File: config.mk
export PLATFORM = sky130hd
export DESIGN_NAME = epi_frame
export DESIGN_NICKNAME = d
export VERILOG_FILES = /design/src/inc/epi_pkg.sv /design/src/hdl/epi_frame.sv
export VERILOG_INCLUDE_DIRS = /design/src /design/src/inc
export SDC_FILE = /design/constraint.sdc
export NUM_CORES = 1
export LEC_CHECK = 0
export BUFFER_PORTS_ARGS = -buffer_cell sky130_fd_sc_hd__buf_2
export CAP_MARGIN = 10
export CORE_ASPECT_RATIO = 0.9
export CORE_UTILIZATION = 41
export DETAILED_ROUTE_END_ITERATION = 10
export HOLD_SLACK_MARGIN = 0.05
export PLACE_DENSITY_LB_ADDON = 0.3
export SETUP_SLACK_MARGIN = 0.1
export SLEW_MARGIN = 30
export SYNTH_ARGS = -nofsm -noshare
export SYNTH_HDL_FRONTEND = slang
export SYNTH_SLANG_ARGS = --single-unit
File: constraint.sdc
create_clock -name clk -period 2.2 [get_ports clk]
set_input_delay 0.11 -clock clk [delete_from_list [all_inputs] [get_ports clk]]
set_output_delay 0.11 -clock clk [all_outputs]
set_load 0.03 [all_outputs]
File: src/inc/epi_cfg.svh
// Register indices, field positions and fixed values of the external pin interrupt frame.
// Assumes a byte-indexed frame placed on a 32-bit APB bus, one register per aligned word.
`ifndef EPI_CFG_SVH
`define EPI_CFG_SVH

// Register indices; the APB byte address is four times the index.
`define EPI_IDX_FIRST_PIN_CTRL  8'h70
`define EPI_IDX_FIRST_PIN_FLAG  8'h71
`define EPI_IDX_POWER_GROUP1_ENABLE      8'h7E
`define EPI_IDX_POWER_GROUP1_FLAGS       8'h7F
`define EPI_ADDR_W              10

// Field positions of a pin control byte and a pin flag byte.
`define EPI_B_EDGE_FLAG         7
`define EPI_B_LEVEL_VIEW        6
`define EPI_B_NMI_SEL           5
`define EPI_B_DIRECTION         4
`define EPI_B_OUT_VALUE         3
`define EPI_B_POLARITY          2
`define EPI_B_PRIORITY          1
`define EPI_B_IRQ_ENABLE        0

// Field positions of a power group enable and flag byte.
`define EPI_B_GROUP_ENABLE      7
`define EPI_B_GROUP_FLAG        7
`define EPI_PM_SOURCES          7

// Reset values and the fallback vector.
`define EPI_CTRL_RESET          6'h00
`define EPI_PM_ENABLE_RESET     8'h00
`define EPI_PHANTOM_VECTOR      16'h8004

`endif

File: src/inc/epi_pkg.sv
// Types shared by the external pin and power fault interrupt frame.
// Assumes the constants of epi_cfg.svh are included by the design files.
package epi_pkg;

  // Kinds of external interrupt pin.
  typedef enum logic [1:0] {EPI_TYPE_A, EPI_TYPE_B, EPI_TYPE_C} epi_pin_type_e;

  // Interrupt lines towards the CPU core.
  typedef enum logic [1:0] {EPI_LVL_NMI, EPI_LVL_HIGH, EPI_LVL_LOW} epi_level_e;

  // Stored control bits of one pin.
  typedef struct packed {
    logic nmi_sel;
    logic direction;
    logic out_value;
    logic polarity;
    logic prio_low;
    logic irq_enable;
  } epi_pin_ctrl_s;

  // Answer to an interrupt acknowledge.
  typedef struct packed {
    logic        phantom;
    logic [1:0]  source;
    logic [15:0] vector;
  } epi_ack_s;

endpackage : epi_pkg

File: src/hdl/epi_frame.sv
// External pin and power fault interrupt frame with APB register access and acknowledge search.
// Assumes pins and fault inputs are synchronous to clk and the CPU pulses ack_req once per acknowledge.
// How it works
// - Pin edge flag bit 7 sets on the selected edge, even when disabled.
// - Edge flag stays set until software clear or system reset.
// - Every selected edge on an enabled or NMI pin raises a request, even with the flag already set.
// - Clearing the edge flag cancels that pin's pending request.
// - Edge flag lives in its own byte apart from control bits.
// - Writes to flag byte bits 6-0 do nothing; they read zero here.
// - Control bit 6 always shows the live pin level.
// - NMI select raises nonmaskable requests and overrides priority and enable.
// - Pins B and C without interrupt use are input or output by direction.
// - Digital output pins drive the output-value bit, readable and writable.
// - Polarity 0 detects falling edges, 1 detects rising edges.
// - Priority 0 routes to the high line, 1 to the low line.
// - Enable 1 permits maskable requests; 0 leaves plain digital I/O.
// - Type C pins have no NMI; priority and enable always act.
// - First Type A pair sits at 70h/71h; further pairs follow.
// - Seven fault sources per group, each with enable and status, fixed level.
// - Group enable 0 blocks all group requests and the wakeup.
// - A source requests only with its own and the group enable set.
// - Group flag sets on any enabled active source; write 0 clears it.
// - Status bits 6-0 are read-only live source states.
// - Acknowledge finding no pending source returns the phantom vector.
// - Type A pins have no direction or output bit; input only.
// - Type C NMI select is constantly zero.
`timescale 1ns/100ps
`include "epi_cfg.svh"

module epi_frame
  import epi_pkg::*;
#(
  parameter int                NUM_PINS               = 3,
  parameter epi_pin_type_e     PIN_TYPE [0:NUM_PINS-1] = '{EPI_TYPE_A, EPI_TYPE_B, EPI_TYPE_C},
  parameter epi_level_e        PM_LEVEL               = EPI_LVL_HIGH
)
(
  input  wire logic                     clk,
  input  wire logic                     resetn,
  input  wire logic                     psel,
  input  wire logic                     penable,
  input  wire logic                     pwrite,
  input  wire logic [`EPI_ADDR_W-1:0]   paddr,
  input  wire logic [31:0]              pwdata,
  output logic      [31:0]              prdata,
  output logic                          pready,
  output logic                          pslverr,
  input  wire logic [NUM_PINS-1:0]      pin_in,
  output logic      [NUM_PINS-1:0]      pin_out,
  output logic      [NUM_PINS-1:0]      pin_oe,
  input  wire logic [`EPI_PM_SOURCES-1:0] pm_source_status,
  output logic                          irq_nmi,
  output logic                          irq_high,
  output logic                          irq_low,
  output logic                          pm_wakeup,
  input  wire logic                     ack_req,
  input  wire epi_level_e               ack_level,
  output logic                          ack_valid,
  output epi_ack_s                      ack_answer
);

  logic                          rst_meta_reg;
  logic                          rst_n_reg;
  epi_pin_ctrl_s                 ctrl_reg [NUM_PINS];
  logic [NUM_PINS-1:0]           flag_reg;
  logic [NUM_PINS-1:0]           pend_reg;
  logic [NUM_PINS-1:0]           sync1_reg;
  logic [NUM_PINS-1:0]           sync2_reg;
  logic [NUM_PINS-1:0]           sync3_reg;
  logic [NUM_PINS-1:0]           edge_evt;
  logic [NUM_PINS-1:0]           nmi_eff;
  logic [NUM_PINS-1:0]           flag_clr;
  logic [NUM_PINS-1:0]           ctrl_wr;
  logic [NUM_PINS-1:0]           ack_clr;
  logic [`EPI_PM_SOURCES-1:0]    pm_src_en_reg;
  logic                          pm_group_en_reg;
  logic                          pm_flag_reg;
  logic                          pm_active;
  logic                          pm_req;
  logic [7:0]                    reg_idx;
  logic                          wr_access;
  logic                          rd_setup;
  logic                          addr_hit;
  logic [7:0]                    rd_byte;
  epi_ack_s                      ack_next;
  logic [NUM_PINS-1:0]           ack_clr_next;

  // Reset is released through two flip-flops so that its removal is clean against clk.
  always_ff @(posedge clk or negedge resetn)
  begin
    if (!resetn)
    begin
      rst_meta_reg <= 1'b0;
      rst_n_reg    <= 1'b0;
    end
    else
    begin
      rst_meta_reg <= 1'b1;
      rst_n_reg    <= rst_meta_reg;
    end
  end

  // The slave always answers in the access cycle, so there are no wait states.
  assign reg_idx   = paddr[`EPI_ADDR_W-1:2];
  assign wr_access = psel && penable && pwrite && addr_hit;
  assign rd_setup  = psel && !penable && !pwrite;
  assign pready    = 1'b1;
  assign pslverr   = psel && penable && !addr_hit;

  // Pin pairs follow the first Type A pair; the power group sits at the top of the frame.
  assign addr_hit = (paddr[1:0] == 2'h0) &&
                    ((reg_idx == `EPI_IDX_POWER_GROUP1_ENABLE) || (reg_idx == `EPI_IDX_POWER_GROUP1_FLAGS) ||
                     ((reg_idx >= `EPI_IDX_FIRST_PIN_CTRL) &&
                      (reg_idx < `EPI_IDX_FIRST_PIN_CTRL + 8'(2 * NUM_PINS))));

  // Read data is gathered in the setup cycle and held in a flip-flop for the access cycle.
  always_comb
  begin
    rd_byte = 8'h00;
    for (int i = 0; i < NUM_PINS; i++)
    begin
      if (reg_idx == `EPI_IDX_FIRST_PIN_CTRL + 8'(2 * i))
        rd_byte = {1'b0, sync2_reg[i], ctrl_reg[i]};
      if (reg_idx == `EPI_IDX_FIRST_PIN_FLAG + 8'(2 * i))
        rd_byte[`EPI_B_EDGE_FLAG] = flag_reg[i];
    end
    if (reg_idx == `EPI_IDX_POWER_GROUP1_ENABLE)
      rd_byte = {pm_group_en_reg, pm_src_en_reg};
    if (reg_idx == `EPI_IDX_POWER_GROUP1_FLAGS)
      rd_byte = {pm_flag_reg, pm_source_status};
  end

  always_ff @(posedge clk or negedge rst_n_reg)
  begin
    if (!rst_n_reg)
      prdata <= 32'h0000_0000;
    else if (rd_setup)
      prdata <= {24'h00_0000, addr_hit ? rd_byte : 8'h00};
  end

  // Per-pin write strobes; a control write never touches the flag because it is another byte.
  always_comb
  begin
    for (int i = 0; i < NUM_PINS; i++)
    begin
      ctrl_wr[i]  = wr_access && (reg_idx == `EPI_IDX_FIRST_PIN_CTRL + 8'(2 * i));
      flag_clr[i] = wr_access && (reg_idx == `EPI_IDX_FIRST_PIN_FLAG + 8'(2 * i)) &&
                    !pwdata[`EPI_B_EDGE_FLAG];
    end
  end

  genvar g;
  generate
    for (g = 0; g < NUM_PINS; g++)
    begin : g_pin
      // Three stages: two synchronise, the third holds the previous sample for edge detection.
      always_ff @(posedge clk or negedge rst_n_reg)
      begin
        if (!rst_n_reg)
        begin
          sync1_reg[g] <= 1'b0;
          sync2_reg[g] <= 1'b0;
          sync3_reg[g] <= 1'b0;
        end
        else
        begin
          sync1_reg[g] <= pin_in[g];
          sync2_reg[g] <= sync1_reg[g];
          sync3_reg[g] <= sync2_reg[g];
        end
      end

      // Polarity picks the transition; each transition yields one single-cycle event.
      assign edge_evt[g] = ctrl_reg[g].polarity ? (sync2_reg[g] && !sync3_reg[g])
                                                : (!sync2_reg[g] && sync3_reg[g]);

      // Type C keeps no NMI select at all.
      assign nmi_eff[g] = (PIN_TYPE[g] != EPI_TYPE_C) && ctrl_reg[g].nmi_sel;

      // Control bits; bits absent from a pin type are never stored and read zero.
      always_ff @(posedge clk or negedge rst_n_reg)
      begin
        if (!rst_n_reg)
          ctrl_reg[g] <= `EPI_CTRL_RESET;
        else if (ctrl_wr[g])
        begin
          ctrl_reg[g].nmi_sel    <= (PIN_TYPE[g] != EPI_TYPE_C) && pwdata[`EPI_B_NMI_SEL];
          ctrl_reg[g].direction  <= (PIN_TYPE[g] != EPI_TYPE_A) && pwdata[`EPI_B_DIRECTION];
          ctrl_reg[g].out_value  <= (PIN_TYPE[g] != EPI_TYPE_A) && pwdata[`EPI_B_OUT_VALUE];
          ctrl_reg[g].polarity   <= pwdata[`EPI_B_POLARITY];
          ctrl_reg[g].prio_low   <= pwdata[`EPI_B_PRIORITY];
          ctrl_reg[g].irq_enable <= pwdata[`EPI_B_IRQ_ENABLE];
        end
      end

      // The flag sets on any selected edge; an edge in the clearing cycle wins.
      always_ff @(posedge clk or negedge rst_n_reg)
      begin
        if (!rst_n_reg)
          flag_reg[g] <= 1'b0;
        else if (edge_evt[g])
          flag_reg[g] <= 1'b1;
        else if (flag_clr[g])
          flag_reg[g] <= 1'b0;
      end

      // A request pends per edge regardless of the flag, and dies on acknowledge or flag clear.
      always_ff @(posedge clk or negedge rst_n_reg)
      begin
        if (!rst_n_reg)
          pend_reg[g] <= 1'b0;
        else if (edge_evt[g] && (nmi_eff[g] || ctrl_reg[g].irq_enable))
          pend_reg[g] <= 1'b1;
        else if (flag_clr[g] || ack_clr[g])
          pend_reg[g] <= 1'b0;
      end

      // The pin drives only as a digital output, never while serving as an interrupt.
      assign pin_oe[g]  = (PIN_TYPE[g] != EPI_TYPE_A) && ctrl_reg[g].direction &&
                          !nmi_eff[g] && !ctrl_reg[g].irq_enable;
      assign pin_out[g] = ctrl_reg[g].out_value;

      // Checks for each pin.
      property p_flag_sets;
        @(posedge clk) disable iff (!rst_n_reg) edge_evt[g] |=> flag_reg[g];
      endproperty
      a_flag_sets : assert property (p_flag_sets) else $error("edge flag did not set");
      property p_flag_holds;
        @(posedge clk) disable iff (!rst_n_reg) flag_reg[g] && !flag_clr[g] |=> flag_reg[g];
      endproperty
      a_flag_holds : assert property (p_flag_holds) else $error("edge flag lost");
      property p_edge_requests;
        @(posedge clk) disable iff (!rst_n_reg)
          edge_evt[g] && flag_reg[g] && (nmi_eff[g] || ctrl_reg[g].irq_enable) |=> pend_reg[g];
      endproperty
      a_edge_requests : assert property (p_edge_requests) else $error("edge with flag set lost");
      property p_clear_cancels;
        @(posedge clk) disable iff (!rst_n_reg) flag_clr[g] && !edge_evt[g] |=> !pend_reg[g] && !flag_reg[g];
      endproperty
      a_clear_cancels : assert property (p_clear_cancels) else $error("flag clear left request");
      property p_ctrl_write_keeps_flag;
        @(posedge clk) disable iff (!rst_n_reg) ctrl_wr[g] && !edge_evt[g] |=> $stable(flag_reg[g]);
      endproperty
      a_ctrl_write_keeps_flag : assert property (p_ctrl_write_keeps_flag) else $error("control write hit flag");
      property p_nmi_route;
        @(posedge clk) disable iff (!rst_n_reg) pend_reg[g] && nmi_eff[g] |-> irq_nmi;
      endproperty
      a_nmi_route : assert property (p_nmi_route) else $error("nmi request not routed");
      property p_output_drive;
        @(posedge clk) disable iff (!rst_n_reg)
          ctrl_wr[g] && pwdata[`EPI_B_DIRECTION] && !pwdata[`EPI_B_IRQ_ENABLE] && !pwdata[`EPI_B_NMI_SEL] &&
          (PIN_TYPE[g] != EPI_TYPE_A) |=> pin_oe[g] && (pin_out[g] == $past(pwdata[`EPI_B_OUT_VALUE]));
      endproperty
      a_output_drive : assert property (p_output_drive) else $error("output pin not driven");
    end
  endgenerate

  // Maskable requests split by priority; NMI pins bypass priority and enable.
  always_comb
  begin
    irq_nmi  = |(pend_reg & nmi_eff);
    irq_high = 1'b0;
    irq_low  = 1'b0;
    for (int i = 0; i < NUM_PINS; i++)
    begin
      if (pend_reg[i] && !nmi_eff[i] && ctrl_reg[i].irq_enable)
      begin
        irq_high = irq_high || !ctrl_reg[i].prio_low;
        irq_low  = irq_low || ctrl_reg[i].prio_low;
      end
    end
    if (pm_req)
    begin
      irq_nmi  = irq_nmi || (PM_LEVEL == EPI_LVL_NMI);
      irq_high = irq_high || (PM_LEVEL == EPI_LVL_HIGH);
      irq_low  = irq_low || (PM_LEVEL == EPI_LVL_LOW);
    end
  end

  // Power group: the level is fixed by parameter; the request follows the fault levels directly.
  assign pm_active = |(pm_source_status & pm_src_en_reg);
  assign pm_req    = pm_group_en_reg && pm_active;
  assign pm_wakeup = pm_req;

  always_ff @(posedge clk or negedge rst_n_reg)
  begin
    if (!rst_n_reg)
      {pm_group_en_reg, pm_src_en_reg} <= `EPI_PM_ENABLE_RESET;
    else if (wr_access && (reg_idx == `EPI_IDX_POWER_GROUP1_ENABLE))
      {pm_group_en_reg, pm_src_en_reg} <= pwdata[7:0];
  end

  // The group flag latches any enabled active source; writing 0 clears, a new event wins.
  always_ff @(posedge clk or negedge rst_n_reg)
  begin
    if (!rst_n_reg)
      pm_flag_reg <= 1'b0;
    else if (pm_active)
      pm_flag_reg <= 1'b1;
    else if (wr_access && (reg_idx == `EPI_IDX_POWER_GROUP1_FLAGS) && !pwdata[`EPI_B_GROUP_FLAG])
      pm_flag_reg <= 1'b0;
  end

  // Acknowledge search walks the chain in pin order, then the power group, else phantom.
  always_comb
  begin
    ack_next     = '{phantom: 1'b1, source: 2'h0, vector: `EPI_PHANTOM_VECTOR};
    ack_clr_next = '0;
    if (pm_req && (PM_LEVEL == ack_level))
      ack_next = '{phantom: 1'b0, source: 2'(NUM_PINS), vector: 16'h0000};
    for (int i = NUM_PINS - 1; i >= 0; i--)
    begin
      if (pend_reg[i] && ((nmi_eff[i] && (ack_level == EPI_LVL_NMI)) ||
          (!nmi_eff[i] && ctrl_reg[i].irq_enable &&
           ((ctrl_reg[i].prio_low ? EPI_LVL_LOW : EPI_LVL_HIGH) == ack_level))))
      begin
        ack_next     = '{phantom: 1'b0, source: 2'(i), vector: 16'h0000};
        ack_clr_next = '0;
        ack_clr_next[i] = 1'b1;
      end
    end
  end

  assign ack_clr = ack_req ? ack_clr_next : '0;

  // The answer is registered so it is valid exactly one cycle after the request.
  always_ff @(posedge clk or negedge rst_n_reg)
  begin
    if (!rst_n_reg)
    begin
      ack_valid  <= 1'b0;
      ack_answer <= '0;
    end
    else
    begin
      ack_valid <= ack_req;
      if (ack_req)
        ack_answer <= ack_next;
    end
  end

  property p_group_gate;
    @(posedge clk) disable iff (!rst_n_reg) !pm_group_en_reg |-> !pm_wakeup;
  endproperty
  a_group_gate : assert property (p_group_gate) else $error("disabled group woke");
  property p_group_flag;
    @(posedge clk) disable iff (!rst_n_reg) pm_active |=> pm_flag_reg;
  endproperty
  a_group_flag : assert property (p_group_flag) else $error("group flag missed");
  property p_phantom;
    @(posedge clk) disable iff (!rst_n_reg)
      ack_req && (pend_reg == '0) && !pm_req |=> ack_valid && ack_answer.phantom &&
      (ack_answer.vector == `EPI_PHANTOM_VECTOR);
  endproperty
  a_phantom : assert property (p_phantom) else $error("phantom vector not given");
  property p_level_view;
    @(posedge clk) disable iff (!rst_n_reg)
      rd_setup && (reg_idx == `EPI_IDX_FIRST_PIN_CTRL) |=> prdata[`EPI_B_LEVEL_VIEW] == $past(sync2_reg[0]);
  endproperty
  a_level_view : assert property (p_level_view) else $error("pin level view wrong");
  c_flag_set : cover property (@(posedge clk) disable iff (!rst_n_reg) $rose(flag_reg[0]));
  c_phantom : cover property (@(posedge clk) disable iff (!rst_n_reg) ack_valid && ack_answer.phantom);
  c_pm_flag : cover property (@(posedge clk) disable iff (!rst_n_reg) $rose(pm_flag_reg));

endmodule : epi_frame

==> results.md <==
- Multi-input gate area: roughly 1500 sq um
- Initial Utilization: 0.4273
- Sink Count: 53
- Ant. Diodes: 0
- Hold endpoint: pin_out[1]
- First-pass GRT wire length: 11.14 mm
- DR DRC count: 0
- Yosys warns: 0
- Die footprint: 7762 sq um
- Io pins: ~120
- WP data required: about 2.1 ns
- R2R Path End: ack_answer[16]
- Post-route ant nets: 0
- Crit Path Class: reg2out
- Hold Slack: around 0.064 ns
- Top-area cell type share of the netlist area: 0.4364
- CP max stage delay: around 0.42 ns
- Hold Path Class: in2reg
- Worst path cell trace: a222oi_1 > and3_1 > nand2b_2 > o311ai_1 > buf_4
- Post-route setup TNS: 0 ns
- First-pass iteration count of the detailed router: 4
- RSZ-0062 raised after global routing: false
- P&R area growth vs syn: 13.42%
- Post-synthesis sequential area ratio: 0.4364
- Static leakage: ~1.7 nW
- Starting DRT DRC Count: ~150
- R2r setup slk: 0.37 ns
- Arrival time of the worst setup path: 1.86 ns
- Deepest clock path buffer count: 2
- Worst hold path cell count: 2
- Synth Instances: around 310
- # setup viols final: 0
- Max reg flops: 13
- R2r startpoint: ctrl_reg[17]
- Crit path launch type: register
- Storage cell area: 1328 sq um
- Post-synthesis mux area share: 0.1186
- Clock Latency Late Sink: approximately 0.31 ns
- CP max FO: 4
- Least-Margin Pin Slew: roughly 0.55 ns
- CTS tree: yes
- GRT Resource Usage Total: 0.1855
- Max-slew violations: 0
- Core Area: approximately 7100 sq um
- HPWL Detailed: 5.331 mm
- Total wire length: 6.933 mm
- NumNets Final: 426
- Setup Skew: just over 0.005 ns
- Post-synth EDFFs: 0
- Post-Synth XOR/XNOR Area: 0
- Cts bufs inserted: 5
- Post-synthesis compound-gate area fraction: 0.1338
- Synth Flop Type: dfrtp_1
- # fillers: between 600 and 700
- Die height: between 80 and 90 microns
- Initial antenna violation count: 0
- Worst r2r path cells: 5
- Layout cell share with drive strength beyond 1: 0.2888
- Status: finished, final reports clean
- Highest-delay cell along the critical path: dfrtp_1
- Yosys cell types: 54
- Fmax: slightly above 500 MHz
- CTS H-Tree Depth: 2
- Yosys reg bits: 53
- GPL Wtd Cong: roughly 0.9
- Grt ovf: 0
- Site Rows: 29
- Chip Width: roughly 93 microns
- Syn avg cell area: roughly 10 sq um
- Simple logic cell fraction of the synthesized area: 0.1754
- Max Cap Viol: 0
- Worst relative slew slack: 0.6345
- Fin crit period: around 2 ns
- Root Driver: clkbuf_8
- DR vias: 2376
- Peak supply drop: a little under 0.0004 V
- Vias in the first global route: about 2.2k
- Mapped cell area: between 3000 and 4000 sq um
- Final design utilization: 0.4847
- Adder-Cell Fraction of Synth Area: 0
- Critical path capture point type: output pin
- Pwr Density: roughly 570 nW/um^2
- Port bufs: 58
- Hold Crit Start: pwdata[3]
- WL/cell: approximately 15 microns
- Final hold viol count: 0
- Largest family of logic cells by synthesized area: simple AND/OR/NAND/NOR gates
- Largest net degree at the start of global routing: 29
- Synth top area cells: dfrtp_1 (44%), buf_4 (11%), mux2_2 (8.9%), nand2_1 (4.2%), nor2_1 (3.1%)
- Yosys top cell by area: dfrtp_1
- FFs w/ async S/R, synth: 1.000
- Vias per inst: approximately 5.2
- Clock transition at the registers of the reported paths: around 0.090 ns
- Final period util: 0.8946
[worst max-delay path, delay by kind of cell, from the launching register on]
kind / cells / cell delay [ns]
DFF: 1 / 0.42
and+or+nand+nor: 2 / 0.43
AOI/OAI and AO/OA: 2 / 0.52
buffers and inverters: 1 / 0.19
[layer usage]
metal  vias up  global-route usage  share of wire
li1       1121                   -              -
met1      1153              0.2687           0.47
met2        97              0.2889           0.46
met3         5             0.03734          0.066
met4         0             0.03776         0.0065
met5         -                   0              0
[power breakdown]
part           leakage [nW]  total (W)  internal [W]  switching (W)
Combinational         0.976   0.000272     0.0000726       0.000199
Clock                0.0554   0.000667      0.000342       0.000325
Sequential            0.681    0.00101      0.000993      0.0000187
[worst max path at each step]
stage | startpoint | end | slack (ns) | depth (start not counted)
after floorplan | ctrl_reg[11] | irq_high | 0.46 | 1
after global placement | ctrl_reg[17] | ack_answer[16] | 0.46 | 5
after detailed placement | ctrl_reg[17] | ack_answer[16] | 0.42 | 5
after CTS | pm_src_en_reg[6] | irq_high | 0.14 | 5
after global routing | pm_src_en_reg[6] | irq_high | 0.14 | 5
final | pm_src_en_reg[6] | irq_high | 0.23 | 5
[kinds of logic after synthesis]
family,Yosys count
other,2
AND/OR/NAND/NOR,101
flip-flops,53
buffers and inverters,62
multiplexers,33
AO/OA/AOI/OAI,54
[stage by stage]
| step | power, W | setup WS, ns | instances | cell area, sq um |
|---|---|---|---|---|
| 3_5_place_dp | 0.001293 | 0.4202 | 444 | 3253 |
| 4_1_cts | 0.001964 | 0.1372 | 459 | 3435 |
| 5_1_grt | 0.002038 | 0.1402 | 460 | 3447 |
| 2_1_floorplan | 0.001271 | 0.4612 | 345 | 3189 |
| 3_3_place_gp | 0.001289 | 0.4601 | 444 | 3253 |
| 6_report | 0.001950 | 0.2318 | 460 | 3447 |
[timing repair]
| action | in CTS | in global routing |
|---|---|---|
| hold buffers | 7 | 0 |
| buffers inserted | 0 | 1 |
| setup endpoints to repair | 0 | 1 |
| endpoints found under the hold margin | 9 | 0 |
| resized for setup | 0 | 3 |
[placed cells by master (no fill, tap or decap), types with 2 or more instances in the layout]
| master | count |
|---|---|
| o31ai_1 | 2 |
| nand2b_1 | 4 |
| mux2_2 | 24 |
| nor2_1 | 25 |
| nor2b_1 | 3 |
| nand3b_1 | 2 |
| o22a_1 | 2 |
| dlygate4sd3_1 | 7 |
| o21ai_0 | 10 |
| buf_2 | 57 |
| conb_1 | 42 |
| mux2i_1 | 9 |
| o22ai_1 | 2 |
| buf_4 | 4 |
| a31o_2 | 2 |
| o221ai_1 | 4 |
| and3_1 | 3 |
| nor4bb_1 | 2 |
| or3_4 | 2 |
| inv_1 | 7 |
| o31ai_2 | 4 |
| nand3_1 | 8 |
| a22oi_1 | 5 |
| nor3_1 | 2 |
| dfrtp_1 | 52 |
| a21oi_1 | 6 |
| a22o_1 | 3 |
| nand2_1 | 34 |
| nand4_1 | 2 |
| a21o_1 | 2 |
| nor3b_1 | 2 |
| clkbuf_8 | 5 |
[cells in the mapped netlist (3+ instances only)]
| cell type | instances |
|---|---|
| a22o_1 | 3 |
| inv_1 | 7 |
| nor2_1 | 25 |
| nand2b_1 | 5 |
| dfrtp_1 | 53 |
| buf_2 | 3 |
| nor2b_1 | 3 |
| clkbuf_1 | 6 |
| nand2_1 | 34 |
| a21oi_1 | 6 |
| o21ai_0 | 10 |
| buf_4 | 45 |
| nand3_1 | 8 |
| o31ai_2 | 4 |
| a22oi_1 | 5 |
| mux2_2 | 24 |
| o221ai_1 | 4 |
| mux2i_1 | 9 |
| and3_1 | 3 |
[cell type report]
| cell class | count | share of cell area |
|---|---|---|
| clock buffers | 6 | 0.02105 |
| clock inverters | 2 | 0.01125 |
| inverters | 7 | 0.007622 |
| multi-input cells | 230 | 0.4236 |
| flip-flops and latches | 53 | 0.3851 |
| well taps | 93 | 0.03376 |
| repair buffers | 69 | 0.1176 |
(Power assumes the default switching activity.)
